==> src/verilog/cpx_pkg.sv <==
// constants and carrier types for the trap and coprocessor execute block
// assumes a 32-bit core on one 20 MHz clock, registers reached over AXI4-Lite
// Functional notes
// - trap and coprocessor instructions act only when the condition passes
// - software trap enters supervisor, saves status, jumps to vector 0x08
// - supervisor link gets the address of the word after the trap
// - low 24 bits of a software trap are a free comment field
// - only coprocessor 15 exists and it accepts only register transfers
// - data ops, loads, stores and non-15 coprocessors raise the undefined trap
// - data op decode looks only at bit 4 and bits 24 to 27
// - data ops are never waited on and return no result
// - core makes every address, coprocessor handles data and word count
// - offset is 8-bit immediate times four, added if up, else subtracted
// - pre bit chooses offset before or after use, write bit gates write-back
// - first word at adjusted base, each later word four bytes higher
// - two low address bits pass through unchanged
// - base of program counter reads instruction address plus 8, no write-back
// - abort takes data trap, still writes base back, keeps other state
// - late-abort configuration bit changes nothing for these transfers
package cpx_pkg;
    // register byte offsets
    localparam logic [7:0] OFF_INSTR = 8'h00;
    localparam logic [7:0] OFF_PC = 8'h04;
    localparam logic [7:0] OFF_STATUS = 8'h08;
    localparam logic [7:0] OFF_BASE = 8'h0C;
    localparam logic [7:0] OFF_CTRL = 8'h10;
    localparam logic [7:0] OFF_XFER = 8'h14;
    localparam logic [7:0] OFF_RESULT = 8'h18;
    localparam logic [7:0] OFF_LINK = 8'h1C;
    localparam logic [7:0] OFF_SAVED = 8'h20;
    localparam logic [7:0] OFF_NEWPC = 8'h24;
    localparam logic [7:0] OFF_NEWBASE = 8'h28;
    // control and transfer command bits
    localparam int CTRL_COND = 0;
    localparam int CTRL_LATEABT = 1;
    localparam int XF_NEXT = 0;
    localparam int XF_ABORT = 1;
    localparam int XF_LAST = 2;
    // instruction fields
    localparam int F_CLASS_HI = 27;
    localparam int F_CLASS_LO = 24;
    localparam int F_DOP_BIT = 4;
    localparam int F_PRE = 24;
    localparam int F_UP = 23;
    localparam int F_WB = 21;
    localparam int F_RN_HI = 19;
    localparam int F_RN_LO = 16;
    localparam int F_CP_HI = 11;
    localparam int F_CP_LO = 8;
    localparam logic [3:0] CLS_SWI = 4'hF;
    localparam logic [3:0] CLS_COP = 4'hE;
    localparam logic [2:0] CLS_CLS = 3'h6;
    localparam logic [3:0] CP_CTRL_NUM = 4'hF;
    localparam logic [3:0] RN_PC = 4'hF;
    // status mode field and vector
    localparam int MODE_W = 5;
    localparam logic [4:0] MODE_SVC = 5'h13;
    localparam logic [31:0] VEC_SWI = 32'h0000_0008;
    localparam logic [31:0] WORD_BYTES = 32'h0000_0004;
    localparam logic [31:0] PC_AHEAD = 32'h0000_0008;
    localparam logic [1:0] RESP_OKAY = 2'h0;
    localparam logic [1:0] RESP_SLVERR = 2'h2;
    // reset values
    localparam logic [31:0] RST_WORD = 32'h0000_0000;
    localparam logic [1:0] RST_CTRL = 2'h1;

    typedef enum logic [2:0] {CL_NONE, CL_SWI, CL_CDP, CL_COPROC_REG_TRANSFER, CL_CPLS} instr_class_t;
    typedef enum logic {PH_IDLE, PH_XFER} phase_t;

    // event pulses towards the rest of the core
    typedef struct packed {
        logic swiTrap;
        logic undefTrap;
        logic abortTrap;
        logic cp15Xfer;
        logic pcLoad;
        logic xferStrobe;
        logic baseWbEn;
    } events_t;
endpackage

==> src/verilog/swi_coproc_exec.sv <==
// trap and coprocessor instruction execute block with AXI4-Lite registers
// assumes condition evaluation is done elsewhere and given through the control register
//
// Design decisions made here: the AXI4-Lite interface to the registers and the register offsets.
module swi_coproc_exec (
    input wire logic core_clk,
    input wire logic reset_n,
    input wire logic [7:0] s_axi_awaddr,
    input wire logic s_axi_awvalid,
    output logic s_axi_awready,
    input wire logic [31:0] s_axi_wdata,
    input wire logic [3:0] s_axi_wstrb,
    input wire logic s_axi_wvalid,
    output logic s_axi_wready,
    output logic [1:0] s_axi_bresp,
    output logic s_axi_bvalid,
    input wire logic s_axi_bready,
    input wire logic [7:0] s_axi_araddr,
    input wire logic s_axi_arvalid,
    output logic s_axi_arready,
    output logic [31:0] s_axi_rdata,
    output logic [1:0] s_axi_rresp,
    output logic s_axi_rvalid,
    input wire logic s_axi_rready,
    output cpx_pkg::events_t events,
    output logic [31:0] pcValue,
    output logic [31:0] xferAddr,
    output logic [31:0] baseWbVal
);
    typedef struct packed {
        logic awHeld;
        logic [7:0] awAddr;
        logic wHeld;
        logic [31:0] wData;
        logic [3:0] wStrb;
        logic awRdy;
        logic wRdy;
        logic arRdy;
        logic bvalid;
        logic [1:0] bresp;
        logic rvalid;
        logic [1:0] rresp;
        logic [31:0] rdata;
        logic [31:0] instr;
        logic [31:0] pcAddr;
        logic [31:0] status;
        logic [31:0] base;
        logic [1:0] ctrl;
        logic [31:0] link;
        logic [31:0] saved;
        logic [31:0] newPc;
        logic [31:0] newBase;
        logic [31:0] xAddr;
        logic xWb;
        cpx_pkg::phase_t phase;
        logic [4:0] result;
        cpx_pkg::events_t ev;
    } state_t;

    state_t st_r;
    state_t st_nxt;
    logic wrFire;
    logic execGo;
    logic xferGo;
    logic mapped;
    cpx_pkg::instr_class_t cls;
    logic [31:0] firstAddr;
    logic [31:0] newBase;
    logic [31:0] wrWord;

    // sort an instruction into the groups this block handles
    function automatic cpx_pkg::instr_class_t classify(input logic [31:0] i);
        logic [3:0] c;
        c = i[cpx_pkg::F_CLASS_HI:cpx_pkg::F_CLASS_LO];
        // data op seen through bit 4 and bits 24 to 27 only
        if (c == cpx_pkg::CLS_SWI) begin
            classify = cpx_pkg::CL_SWI;
        end else if (c == cpx_pkg::CLS_COP) begin
            classify = i[cpx_pkg::F_DOP_BIT] ? cpx_pkg::CL_COPROC_REG_TRANSFER : cpx_pkg::CL_CDP;
        end else if (c[3:1] == cpx_pkg::CLS_CLS) begin
            classify = cpx_pkg::CL_CPLS;
        end else begin
            classify = cpx_pkg::CL_NONE;
        end
    endfunction

    // merge write data into a register word under byte strobes
    function automatic logic [31:0] merge(input logic [31:0] old, input logic [31:0] d,
                                          input logic [3:0] s);
        logic [31:0] m;
        m = old;
        for (int b = 0; b < 4; b++) begin
            if (s[b]) begin
                m[b*8 +: 8] = d[b*8 +: 8];
            end
        end
        merge = m;
    endfunction

    // address arithmetic for loads and stores
    cp_addr_unit addrUnit (
        .instr(st_r.wData),
        .baseVal(st_r.base),
        .pcAddr(st_r.pcAddr),
        .firstAddr(firstAddr),
        .newBase(newBase)
    );

    // decode of the pending bus write
    always_comb begin
        wrFire = st_r.awHeld && st_r.wHeld && !st_r.bvalid;
        execGo = wrFire && st_r.awAddr == cpx_pkg::OFF_INSTR && st_r.phase == cpx_pkg::PH_IDLE;
        xferGo = wrFire && st_r.awAddr == cpx_pkg::OFF_XFER && st_r.phase == cpx_pkg::PH_XFER;
        cls = classify(st_r.wData);
        wrWord = st_r.wData;
        case (st_r.awAddr)
            cpx_pkg::OFF_INSTR, cpx_pkg::OFF_PC, cpx_pkg::OFF_STATUS,
            cpx_pkg::OFF_BASE, cpx_pkg::OFF_CTRL, cpx_pkg::OFF_XFER: mapped = 1'b1;
            default: mapped = 1'b0;
        endcase
    end

    // next state: bus channels, register writes and instruction execution
    always_comb begin
        st_nxt = st_r;
        st_nxt.ev = '0;
        if (s_axi_awvalid && st_r.awRdy) begin
            st_nxt.awHeld = 1'b1;
            st_nxt.awAddr = {s_axi_awaddr[7:2], 2'h0};
        end
        if (s_axi_wvalid && st_r.wRdy) begin
            st_nxt.wHeld = 1'b1;
            st_nxt.wData = s_axi_wdata;
            st_nxt.wStrb = s_axi_wstrb;
        end
        if (st_r.bvalid && s_axi_bready) begin
            st_nxt.bvalid = 1'b0;
        end
        if (wrFire) begin
            st_nxt.awHeld = 1'b0;
            st_nxt.wHeld = 1'b0;
            st_nxt.bvalid = 1'b1;
            st_nxt.bresp = mapped ? cpx_pkg::RESP_OKAY : cpx_pkg::RESP_SLVERR;
            case (st_r.awAddr)
                cpx_pkg::OFF_PC: st_nxt.pcAddr = merge(st_r.pcAddr, wrWord, st_r.wStrb);
                cpx_pkg::OFF_STATUS: st_nxt.status = merge(st_r.status, wrWord, st_r.wStrb);
                cpx_pkg::OFF_BASE: st_nxt.base = merge(st_r.base, wrWord, st_r.wStrb);
                cpx_pkg::OFF_CTRL: st_nxt.ctrl = wrWord[1:0];
                default: st_nxt.ctrl = st_r.ctrl;
            endcase
        end
        if (execGo) begin
            st_nxt.instr = wrWord;
            st_nxt.result = '0;
        end
        // no event when the condition fails; the word is still stored in instr and result cleared
        // undefined trap only on a passed condition
        if (execGo && st_r.ctrl[cpx_pkg::CTRL_COND]) begin
            case (cls)
                cpx_pkg::CL_SWI: begin
                    st_nxt.saved = st_r.status;
                    st_nxt.status = {st_r.status[31:cpx_pkg::MODE_W], cpx_pkg::MODE_SVC};
                    st_nxt.newPc = cpx_pkg::VEC_SWI;
                    st_nxt.link = st_r.pcAddr + cpx_pkg::WORD_BYTES;
                    st_nxt.ev.swiTrap = 1'b1;
                    st_nxt.ev.pcLoad = 1'b1;
                    st_nxt.result[0] = 1'b1;
                end
                cpx_pkg::CL_COPROC_REG_TRANSFER: begin
                    if (wrWord[cpx_pkg::F_CP_HI:cpx_pkg::F_CP_LO] == cpx_pkg::CP_CTRL_NUM) begin
                        st_nxt.ev.cp15Xfer = 1'b1;
                        st_nxt.result[1] = 1'b1;
                    end else begin
                        st_nxt.ev.undefTrap = 1'b1;
                        st_nxt.result[2] = 1'b1;
                    end
                end
                cpx_pkg::CL_CDP: begin
                    // completes at once, no result awaited
                    st_nxt.ev.undefTrap = 1'b1;
                    st_nxt.result[2] = 1'b1;
                end
                cpx_pkg::CL_CPLS: begin
                    // load and store trapped for emulation
                    st_nxt.ev.undefTrap = 1'b1;
                    st_nxt.ev.xferStrobe = 1'b1;
                    st_nxt.result[2] = 1'b1;
                    st_nxt.result[3] = 1'b1;
                    st_nxt.xAddr = firstAddr;
                    st_nxt.newBase = newBase;
                    // no write-back to the program counter
                    st_nxt.xWb = wrWord[cpx_pkg::F_WB]
                        && wrWord[cpx_pkg::F_RN_HI:cpx_pkg::F_RN_LO] != cpx_pkg::RN_PC;
                    st_nxt.phase = cpx_pkg::PH_XFER;
                end
                default: st_nxt.result = '0;
            endcase
        end
        // emulating coprocessor steps the transfer
        // late-abort bit ignored
        if (xferGo) begin
            if (wrWord[cpx_pkg::XF_ABORT]) begin
                // data trap with write-back, state otherwise kept
                st_nxt.ev.abortTrap = 1'b1;
                st_nxt.ev.baseWbEn = st_r.xWb;
                st_nxt.result[4] = 1'b1;
                st_nxt.phase = cpx_pkg::PH_IDLE;
            end else if (wrWord[cpx_pkg::XF_LAST]) begin
                st_nxt.ev.baseWbEn = st_r.xWb;
                st_nxt.phase = cpx_pkg::PH_IDLE;
            end else if (wrWord[cpx_pkg::XF_NEXT]) begin
                st_nxt.xAddr = st_r.xAddr + cpx_pkg::WORD_BYTES;
                st_nxt.ev.xferStrobe = 1'b1;
            end
            if (st_nxt.ev.baseWbEn) begin
                st_nxt.base = st_r.newBase;
            end
        end
        // read channel
        if (st_r.rvalid && s_axi_rready) begin
            st_nxt.rvalid = 1'b0;
        end
        if (s_axi_arvalid && st_r.arRdy) begin
            st_nxt.rvalid = 1'b1;
            st_nxt.rresp = cpx_pkg::RESP_OKAY;
            case ({s_axi_araddr[7:2], 2'h0})
                cpx_pkg::OFF_INSTR: st_nxt.rdata = st_r.instr;
                cpx_pkg::OFF_PC: st_nxt.rdata = st_r.pcAddr;
                cpx_pkg::OFF_STATUS: st_nxt.rdata = st_r.status;
                cpx_pkg::OFF_BASE: st_nxt.rdata = st_r.base;
                cpx_pkg::OFF_CTRL: st_nxt.rdata = {30'h0, st_r.ctrl};
                cpx_pkg::OFF_XFER: st_nxt.rdata = st_r.xAddr;
                cpx_pkg::OFF_RESULT: st_nxt.rdata = {26'h0, st_r.phase, st_r.result};
                cpx_pkg::OFF_LINK: st_nxt.rdata = st_r.link;
                cpx_pkg::OFF_SAVED: st_nxt.rdata = st_r.saved;
                cpx_pkg::OFF_NEWPC: st_nxt.rdata = st_r.newPc;
                cpx_pkg::OFF_NEWBASE: st_nxt.rdata = st_r.newBase;
                default: begin
                    st_nxt.rdata = cpx_pkg::RST_WORD;
                    st_nxt.rresp = cpx_pkg::RESP_SLVERR;
                end
            endcase
        end
        // ready flags held in flops
        st_nxt.awRdy = !st_nxt.awHeld && !st_nxt.bvalid;
        st_nxt.wRdy = !st_nxt.wHeld && !st_nxt.bvalid;
        st_nxt.arRdy = !st_nxt.rvalid;
    end

    // state register
    always_ff @(posedge core_clk or negedge reset_n) begin
        if (!reset_n) begin
            st_r <= '0;
            st_r.ctrl <= cpx_pkg::RST_CTRL;
            st_r.awRdy <= 1'b1;
            st_r.wRdy <= 1'b1;
            st_r.arRdy <= 1'b1;
            st_r.phase <= cpx_pkg::PH_IDLE;
        end else begin
            st_r <= st_nxt;
        end
    end

    // outputs straight from the state flops
    assign s_axi_awready = st_r.awRdy;
    assign s_axi_wready = st_r.wRdy;
    assign s_axi_bvalid = st_r.bvalid;
    assign s_axi_bresp = st_r.bresp;
    assign s_axi_arready = st_r.arRdy;
    assign s_axi_rvalid = st_r.rvalid;
    assign s_axi_rdata = st_r.rdata;
    assign s_axi_rresp = st_r.rresp;
    assign events = st_r.ev;
    assign pcValue = st_r.newPc;
    assign xferAddr = st_r.xAddr;
    assign baseWbVal = st_r.base;

    logic passGo;
    assign passGo = execGo && st_r.ctrl[cpx_pkg::CTRL_COND];
    // fields of the word now being executed, shared by the checks below
    logic lsGo;
    logic [3:0] cpNum;
    logic [3:0] rnNum;
    logic [31:0] wordOff;
    assign lsGo = passGo && cls == cpx_pkg::CL_CPLS;
    assign cpNum = st_r.wData[cpx_pkg::F_CP_HI:cpx_pkg::F_CP_LO];
    assign rnNum = st_r.wData[cpx_pkg::F_RN_HI:cpx_pkg::F_RN_LO];
    assign wordOff = {22'h0, st_r.wData[7:0], 2'h0};
endmodule

==> src/verilog/cp_addr_unit.sv <==
// address arithmetic for coprocessor loads and stores
// assumes instruction fields and register values are stable in the same cycle
module cp_addr_unit (
    input wire logic [31:0] instr,
    input wire logic [31:0] baseVal,
    input wire logic [31:0] pcAddr,
    output logic [31:0] firstAddr,
    output logic [31:0] newBase
);
    logic [31:0] baseUsed;
    logic [31:0] offset;
    // offset, base select and pre or post choice
    always_comb begin
        baseUsed = (instr[cpx_pkg::F_RN_HI:cpx_pkg::F_RN_LO] == cpx_pkg::RN_PC)
            ? pcAddr + cpx_pkg::PC_AHEAD : baseVal;
        offset = {22'h0, instr[7:0], 2'h0};
        newBase = instr[cpx_pkg::F_UP] ? baseUsed + offset : baseUsed - offset;
        firstAddr = instr[cpx_pkg::F_PRE] ? newBase : baseUsed;
    end
endmodule

==> config.mk <==
export PLATFORM = sky130hd
export DESIGN_NAME = swi_coproc_exec
export DESIGN_NICKNAME = d
export VERILOG_FILES = /design/src/verilog/cpx_pkg.sv /design/src/verilog/swi_coproc_exec.sv /design/src/verilog/cp_addr_unit.sv
export SDC_FILE = /design/constraint.sdc
export NUM_CORES = 1
export LEC_CHECK = 0
export BUFFER_PORTS_ARGS = -buffer_cell sky130_fd_sc_hd__clkbuf_2
export CAP_MARGIN = 20
export CORE_MARGIN = 4
export CORE_UTILIZATION = 56
export CTS_BUF_LIST = sky130_fd_sc_hd__clkbuf_4 sky130_fd_sc_hd__clkbuf_8
export CTS_CLUSTER_DIAMETER = 80
export DETAILED_ROUTE_END_ITERATION = 7
export GPL_TIMING_DRIVEN = 0
export PLACE_DENSITY = 0.82
export SYNTH_ARGS = -nofsm -noshare
export SYNTH_HDL_FRONTEND = slang
export SYNTH_HIERARCHICAL = 1
export SYNTH_SLANG_ARGS = --single-unit
==> constraint.sdc <==
create_clock -name core_clk -period 4.3 [get_ports core_clk]
set_input_delay 0.43 -clock core_clk [delete_from_list [all_inputs] [get_ports core_clk]]
set_output_delay 0.43 -clock core_clk [all_outputs]
set_load 0.05 [all_outputs]
**Yosys cells after proc, flatten, opt, wreduce, memory -nomap -nowiden**

Cells that the tools add are included.

- Flip-flop bits (word level): 358
- Output and inout port bits: 144
- Word-level logic and storage cells: 174

- Add/subtract/negate cells: 5
- Equal/unequal tests: 26
- Mux-type cells: 69
- Bitwise operators: 1
- Reductions and logical operators: 36

Operators with widths:

| cell | count |
|---|---|
| 2-to-1 mux 32 bit | 13 |
| case mux 32 bit (11 select lines) | 1 |
| 2-to-1 mux 66 bit | 1 |
| adder 32 x 3 -> 32 bit (second input constant) | 2 |
| 2-to-1 mux 8 bit | 8 |
| 2-to-1 mux 41 bit | 1 |
| 2-to-1 mux 37 bit | 1 |
| equality test 6 x 3 -> 1 bit (second input constant) | 6 |
| 2-to-1 mux 35 bit | 1 |
| 2-to-1 mux 34 bit | 1 |
| adder 32 x 10 -> 32 bit | 1 |
| adder 32 x 4 -> 32 bit (second input constant) | 1 |
| subtractor 32 x 10 -> 32 bit | 1 |
| 2-to-1 mux 1 bit | 25 |
| equality test 6 x 2 -> 1 bit (second input constant) | 4 |
| equality test 6 x 4 -> 1 bit (second input constant) | 3 |
| equality test 4 bit (second input constant) | 4 |
| logical AND 1 bit | 15 |
| 2-to-1 mux 3 bit | 5 |
| equality test 6 x 1 -> 1 bit (second input constant) | 2 |
| AND reduction 3 bit | 4 |
| OR reduction 11 bit | 1 |
| 2-to-1 mux 2 bit | 5 |
| 2-to-1 mux 9 bit | 1 |
| other kinds (17) | 30 |

**Depth between registers and ports, before layout**

Gate-level depths: netlist of run 1.

- Depth after elaboration: 12
- Depth in mapped cells: 19
- Mapped depth without buffers: 18

**By module**

Netlist of run 1, hierarchy kept.

Modules (own cells, without submodules):

| module | times used | cells an instance | area each (um^2) | seq. area each (um^2) |
|---|---|---|---|---|
| swi_coproc_exec | 1 | 1,679 | 17,651.9 | 8,888.5 |
| cp_addr_unit | 1 | 425 | 2,961.6 | 0.0 |

**Least setup slack after synthesis of run 1**

OpenSTA, ideal clock, no wires.

- Kind: flip-flop to flip-flop
- Start: register st_r (netlist bit wrWord[2])
- End: register st_r (netlist bit xferAddr[28])
- Setup time: 0.121 ns
- Arrival time: 4.023 ns
- Path slack: 0.157 ns
- Stages on the path, launching flop included: 17
- Buffers on the path: 0
- Period minus slack after synthesis: 4.143 ns
- Cells stage by stage: dfrtp_1 -> nor2_1 -> nor4b_1 -> nor3b_1 -> ha_1 -> mux2_2 -> ha_1 -> a21oi_1 -> o21ai_2 -> a31o_1 -> a211o_1 -> o221ai_2 -> nor3_2 -> or3_1 -> a31o_1 -> o22ai_1 -> nor2_1

RTL lines:

| element | RTL line | source |
|---|---|---|
| start: declaration | swi_coproc_exec.sv:60 | `state_t st_r;` |
| start signal: assignment | swi_coproc_exec.sv:260 | `st_r <= st_nxt;` |

**Worst setup path after layout of run 1**

- Start: register st_r[244] in the netlist's numbering
- End: register st_r[77] in the netlist's numbering

- Longest elaborated chain between the ends: 4

RTL lines:

| element | RTL line | source |
|---|---|---|
| adder 32 x 4 -> 32 bit * | cp_addr_unit.sv:15 | `? pcAddr + cpx_pkg::PC_AHEAD : baseVal;` |
| 2-to-1 mux 32 bit * | cp_addr_unit.sv:15 |  |
| subtractor 32 x 10 -> 32 bit or adder 32 x 10 -> 32 bit (tied branches) | cp_addr_unit.sv:17 | `newBase = instr[cpx_pkg::F_UP] ? baseUsed + offset : baseUsed - offset;` |
| 2-to-1 mux 32 bit * | cp_addr_unit.sv:17 |  |
| net newBase[31] | swi_coproc_exec.sv:68 | `logic [31:0] newBase;` |

The timed path passes the listed nets; every way through them passes the cells marked *.
A chain may end at the register's enable or synchronous reset.

==> results.yml, run 1 <==
placed_design:
  numPortBuffers: 165
  place_hpwl_um: 57720
  gp_congestion: 1.022
timing:
  drv_slew: 0
  tns_ps: 0
  min_period_ps: 4240
  finalSetupViolCount: 0
  worst_pin_slew_ps: 1288
  finalCritPeriodShare: 0.9859
  fmax_mhz: 235.9
  fin_skew_ps: 39.96
  hold_violations: 0
  rsz0062_at_grt: "yes"
  slew_headroom: 0.1383
layout:
  nets: 2521
  drive_above_1_share: 0.3158
  final_common_cell: "nand2_1"
  syn_to_final_growth_pct: 18.75
  mostFrequentLayoutCells: "nand2_1, dfrtp_1, mux2_2"
  utilization: 0.6718
  diodes: 0
routing:
  viasPerCell: 6.352
  first_pass_iters: 6
  post-route-drc-count: 0
  routed_wl_um: 78770
  wl_per_cell_um: 26.76
  vias: 18700
  initialDrtViolationCount: 2406
  ant_nets: 0
floorplanning:
  core_area_um2: 36430
  initial_core_util: 0.5658
  die_area_um2: 39940
  rows: 70
  die_h_um: 199.9
  die_width_um: 199.9
  pin_count: 203
power_and_ir_drop:
  leakagePower_uw: 0.01184
  p_per_area_nw_per_um2: 560.4
  ir_worst_vdd_v: 0.0003378
critical_path:
  crit_chain: "ha_2 > nand4_1 > or2_4 > nor2_4 > buf_4 > nand2_1 > xor2_1 > o21ai_1 > ha_1 > and4_1 > nand2_1 > a211oi_4 > or3_1 > nand2_1 > xor2_1 > nand2_1 > nand2_1"
  crit_type: "register to register"
  slowest_stage: "o21ai_1"
  required_ps: 4890
  reg2reg_slack_ps: 60
  reg2reg_from: "st_r[244]"
  cp-start-kind: "register"
  crit_fanout: 5
  endpoint_kind: "register"
  cp.arrival_ps: 4830
  crit_top_cell: "nand2_1"
  critPathMaxStageDelay_ps: 500
  crit_start: "st_r[244]"
logic_synthesis:
  async_flop_share: 1.000
  synth_cell_types: 88
  synth-seq-cells: 355
  synth.avg_cell_area_um2: 9.797
  synth-main-ff-cell: "dfrtp_1"
  ys_seq_area_frac: 0.4312
  synth_area_um2: 20610
  synth-edff-count: 0
  yosys_warnings: 6
  netlist_instances: 2104
cts:
  cts_buffers: 59
  cts_max_level: 2
  clockBufferDepth: 3
  cts.sinks: 355
  cts_tree: "yes"
  clk_pin_slew_ps: 70
  cts_root_buffer: "clkbuf_8"
  clk_latency_ps: 670
global_routing:
  grt_max_degree: 117
  overflow: 0
  track_usage: 0.3860
  antenna_found_initial: 1
  grt_pass1_vias: 18250
  grt_pass1_wl_um: 113600
worst_hold_path:
  hold_start: "s_axi_wdata[13]"
  hp-class: "input port to register"
run:
  drv_cap: 0
run_status:
  status: "complete, no violations"
==> routing by layer <==
layer  track usage  routed length, µm
met2        0.5929              34580
met3        0.1057               9722
met5             0                 13
met1        0.4953              28990
met4        0.2224               5466
==> stage by stage <==
step	total power [µW]	instances	hold slack [ps]	worst slack, ps	area, µm²
5_1_grt	14210	2944	30.62	-53.02	24480
3_3_place_gp	9533	2769	410.4	-4910	22150
3_5_place_dp	9702	2775	334.0	-1164	22260
4_1_cts	13330	2926	5.421	5.956	24200
6_report	13720	2944	20.88	60.42	24480
2_1_floorplan	8130	2136	134.4	156.7	20730
==> cells by family (layout without fill, tap and decap cells) <==
family | count (synthesis) | count (layout) | synth area share
adder cells (fa/ha/maj) | 35 | 35 | 0.02161
AND/OR/NAND/NOR | 712 | 712 | 0.1619
multiplexers | 266 | 266 | 0.1506
flip-flops | 355 | 355 | 0.4312
buffers and inverters | 261 | 601 | 0.07575
AO/OA/AOI/OAI | 380 | 380 | 0.1188
XOR/XNOR | 94 | 94 | 0.03994
other | 1 | 33 | 0.0001819
==> critical path, delay by kind of cell (launching register included) <==
kind,cells,cell delay [ps]
simple gates,10,1990
buf+inv,1,150
fa+ha+maj,2,650
xor+xnor,2,360
compound gates,2,590
flops,1,420
==> state kept, by name, summed over array words and instances, names as in the netlist <==
register	count
st_r	213
baseWbVal	32
s_axi_rdata	32
wrWord	32
xferAddr	32
events	6
pcValue	1
s_axi_arready	1
s_axi_awready	1
s_axi_bresp	1
s_axi_bvalid	1
s_axi_rresp	1
s_axi_rvalid	1
s_axi_wready	1
==> repair_timing <==
item | 4_1_cts | 5_1_grt
hold buffers | 38 | 0
hold endpoints to repair | 61 | 0
pin swaps | 3 | 17
setup buffers | 4 | 17
endpoints found under the setup margin | 32 | 19
resized for setup | 53 | 52
==> power breakdown <==
part	leakage, µW	total (µW)	internal (µW)	switching, µW
sequential	0.00478	5060	3980	1080
clock	0.000737	3510	1990	1520
combinational	0.00631	5150	2110	3030
total	0.0118	13700	8080	5630
==> layout make-up <==
class / count / area, µm²
Tap cell: 468 / 585.6
Inverter: 18 / 67.56
Multi-Input combinational cell: 1520 / 10540
Timing Repair Buffer: 232 / 1488
Buffer: 241 / 1500
Sequential cell: 355 / 8912
Clock buffer: 87 / 1129
Fill cell: 2907 / 11960
Clock inverter: 23 / 256.5
==> synthesized netlist by cell type (9+ instances only) <==
cell	count	area (µm²)
buf_4	144	1081
nand2_1	366	1374
buf_2	27	135.1
a211oi_1	13	97.59
a22oi_1	15	112.6
mux2i_1	75	750.7
o21ai_0	88	440.4
nor3_1	22	110.1
o211ai_1	10	75.07
a21oi_1	126	630.6
ha_1	34	425.4
and4_1	10	87.58
xnor2_1	41	359.1
mux4_2	18	405.4
a21o_1	16	120.1
clkbuf_1	59	221.5
mux2_2	171	1926
xor2_1	53	464.2
buf_1	12	45.04
o22ai_1	12	75.07
a222oi_1	19	190.2
a2bb2oi_1	9	78.83
o21ai_1	9	45.04
nor2_1	103	386.6
a221oi_1	12	105.1
and2_1	11	68.82
nand4_1	35	219.0
inv_1	17	63.81
and3_1	25	156.4
nand3_1	66	330.3
dfrtp_1	351	8783
==> final timing paths <==
check | to | cells past startpoint
worst min register to register | s_axi_wready | 1
worst min-delay path | wrWord[13] | 2
worst max-delay path | st_r[77] | 17
min in group asynchronous | xferAddr[3] | 2
worst max register to register | st_r[77] | 17
max in group asynchronous | st_r[255] | 4
Note: power is estimated with default switching activity, not from simulation.
==> run 2, diff against run 1 <==
--- a/config.mk
+++ b/config.mk
@@ -7,13 +7,15 @@
 export LEC_CHECK = 0
 export BUFFER_PORTS_ARGS = -buffer_cell sky130_fd_sc_hd__clkbuf_2
 export CAP_MARGIN = 20
+export CELL_PAD_IN_SITES_DETAIL_PLACEMENT = 0
+export CELL_PAD_IN_SITES_GLOBAL_PLACEMENT = 2
 export CORE_MARGIN = 4
-export CORE_UTILIZATION = 56
+export CORE_UTILIZATION = 36
 export CTS_BUF_LIST = sky130_fd_sc_hd__clkbuf_4 sky130_fd_sc_hd__clkbuf_8
 export CTS_CLUSTER_DIAMETER = 80
 export DETAILED_ROUTE_END_ITERATION = 7
 export GPL_TIMING_DRIVEN = 0
-export PLACE_DENSITY = 0.82
+export PLACE_DENSITY_LB_ADDON = 0.08
 export SYNTH_ARGS = -nofsm -noshare
 export SYNTH_HDL_FRONTEND = slang
 export SYNTH_HIERARCHICAL = 1
==> run 2 against run 1 <==
Core utilization is 23 points lower. Count of clock-buffer cells in the layout is 17 higher. Clock power is 4% higher. Total power is 2.0% higher. Maximum frequency is 1.8% higher. Worst setup slack better by 75 ps. Wire length is 10% higher. Non-clock buffer count is 2 higher. Sequential share of layout area is 0.77 points lower. Final cell count is 10% higher. Register-to-register slack better by 80 ps. Global-route usage is 10 points lower.
==> results.yml, run 2 (synthesis gave the netlist of run 1 again) <==
cts:
  cts_root_buffer: "clkbuf_8"
  cts.sinks: 355
  cts_buffers: 69
  clk_pin_slew_ps: 60
  clockBufferDepth: 3
  cts_tree: "yes"
  cts_max_level: 3
  clk_latency_ps: 670
global_routing:
  grt_max_degree: 104
  antenna_found_initial: 3
  grt_pass1_wl_um: 123500
  grt_pass1_vias: 17410
  overflow: 0
  track_usage: 0.2811
placed_design:
  place_hpwl_um: 65430
  placedCellCount: 3064
  post-place-ws_ps: -946.4
  numPortBuffers: 165
  gp_congestion: 0.8976
timing:
  fin_skew_ps: 40.14
  setup_ws_ps: 135.7
  finalSetupViolCount: 0
  finalCritPeriodShare: 0.9684
  holdWs_ps: 61.05
  worst_pin_slew_ps: 1188
  drv_slew: 0
  hold_violations: 0
  slew_headroom: 0.2082
  min_period_ps: 4164
  rsz0062_at_grt: "yes"
  fmax_mhz: 240.1
floorplanning:
  core_area_um2: 56500
  die_h_um: 247.3
  rows: 87
  die_area_um2: 61150
  die_width_um: 247.3
  initial_core_util: 0.3649
  pin_count: 203
power_and_ir_drop:
  power.switching_uw: 5798
  power.share.clock: 0.261
  pwr-share-seq: 0.366
  leakagePower_uw: 0.01189
  p_comb_frac: 0.373
  ir_worst_vdd_v: 0.0002811
  p_per_area_nw_per_um2: 559.1
  p_int_uw: 8196
  switching_share: 0.4143
  total_power_uw: 13990
layout:
  final_common_cell: "nand2_1"
  fill_cells: 5610
  mostFrequentLayoutCells: "nand2_1, dfrtp_1, mux2_2"
  largest_register: "st_r"
  syn_to_final_growth_pct: 21.41
  regArea_um2: 8920
  multiInputGateArea_um2: 10590
  final_cells: 3243
  nets: 2533
  largest_register_ffs: 213
  drive_above_1_share: 0.3199
run_status:
  status: "complete, no violations"
critical_path:
  crit_fanout: 11
  cp-start-kind: "register"
  endpoint_kind: "register"
  cp.arrival_ps: 4690
  crit_type: "register to register"
  required_ps: 4830
routing:
  post-route-drc-count: 0
  first_pass_iters: 8
  initialDrtViolationCount: 1433
  viasPerCell: 5.489
  wl_per_cell_um: 26.82
  ant_nets: 0
  vias: 17800
  routed_wl_um: 86990
worst_hold_path:
  hp-class: "input port to register"
run:
  drv_cap: 0
## run 2: changes by cell type in the layout (fill, tap and decap cells not counted), sizes merged, moves of 2 or more
cell,delta
clkbuf,+17
clkinv,-11
dlygate4sd3,+6
buf,-4
bufinv,-2
clkinvlp,+2
diode,+2
## run 2: through the flow
| stage | instance area, µm² | TNS [ps] | util |
|---|---|---|---|
| after CTS | 24750 | 0 | 0.4380 |
| after global placement | 22510 | -1964120 | 0.3984 |
| after detailed placement | 22660 | -15590 | 0.4010 |
| after floorplan | 20730 | 0 | - |
| final | 25030 | 0 | 0.4430 |
| after global routing | 25030 | -10.74 | 0.4430 |
## run 2: area by class of cell
type                    instances  share of cell area
plain buffers                 241             0.06009
flip-flops and latches        355              0.3564
clock buffers                 104             0.05144
well taps                     756             0.03780
repair buffers                234             0.06174
inverters                      18            0.002700
clock inverters                13            0.006349
diodes                          2           0.0002000
multi-input cells            1520              0.4233
## run 2: timing repair
action | 4_1_cts | 5_1_grt
endpoints found under the hold margin | 105 | 0
endpoints found under the setup margin | 37 | 19
gates resized for setup | 64 | 60
hold buffers | 44 | 0
setup buffers | 5 | 12
pin swaps | 2 | 14
## run 2: power groups by stage
stage	Sequential (µW)	Clock, µW	Combinational, µW
2_1_floorplan	4630	0	3500
3_3_place_gp	5170	0	4720
3_5_place_dp	5180	0	4770
4_1_cts	5140	3740	4920
5_1_grt	5190	3890	5590
6_report	5130	3650	5210
## run 2: worst max-delay path, stage by stage (launching register included)
cell and delay, ps:
dfrtp_2 620, inv_1 90, ha_1 240, nand2_1 70
nor2_1 80, a21oi_1 540, ha_1 410, a211oi_1 280
nor2_1 100, or2_1 270, o31ai_4 250, a21oi_2 130
a221oi_2 300, xnor2_1 160, mux2_2 290, o22ai_1 160
nor2_1 70
## run 2: path summary, 6_finish.rpt
check,cells past startpoint,slack [ps],startpoint,end
max in group asynchronous,4,2450,reset_n,wrWord[18]
hold / removal,3,60,s_axi_awvalid,st_r[390]
setup / recovery,16,140,wrWord[0],xferAddr[27]
hold reg to reg,1,450,st_r[381],s_axi_wready
min in group asynchronous,2,340,reset_n,s_axi_rdata[1]
setup reg to reg,16,140,wrWord[0],xferAddr[27]
## run 2: metal layers
metal	global-route usage	wire length (µm)	up-vias
li1	-	-	8024
met1	0.3931	38770	9012
met4	0.07732	2351	0
met3	0.04793	5537	137
met5	0	0	-
met2	0.4517	40330	628
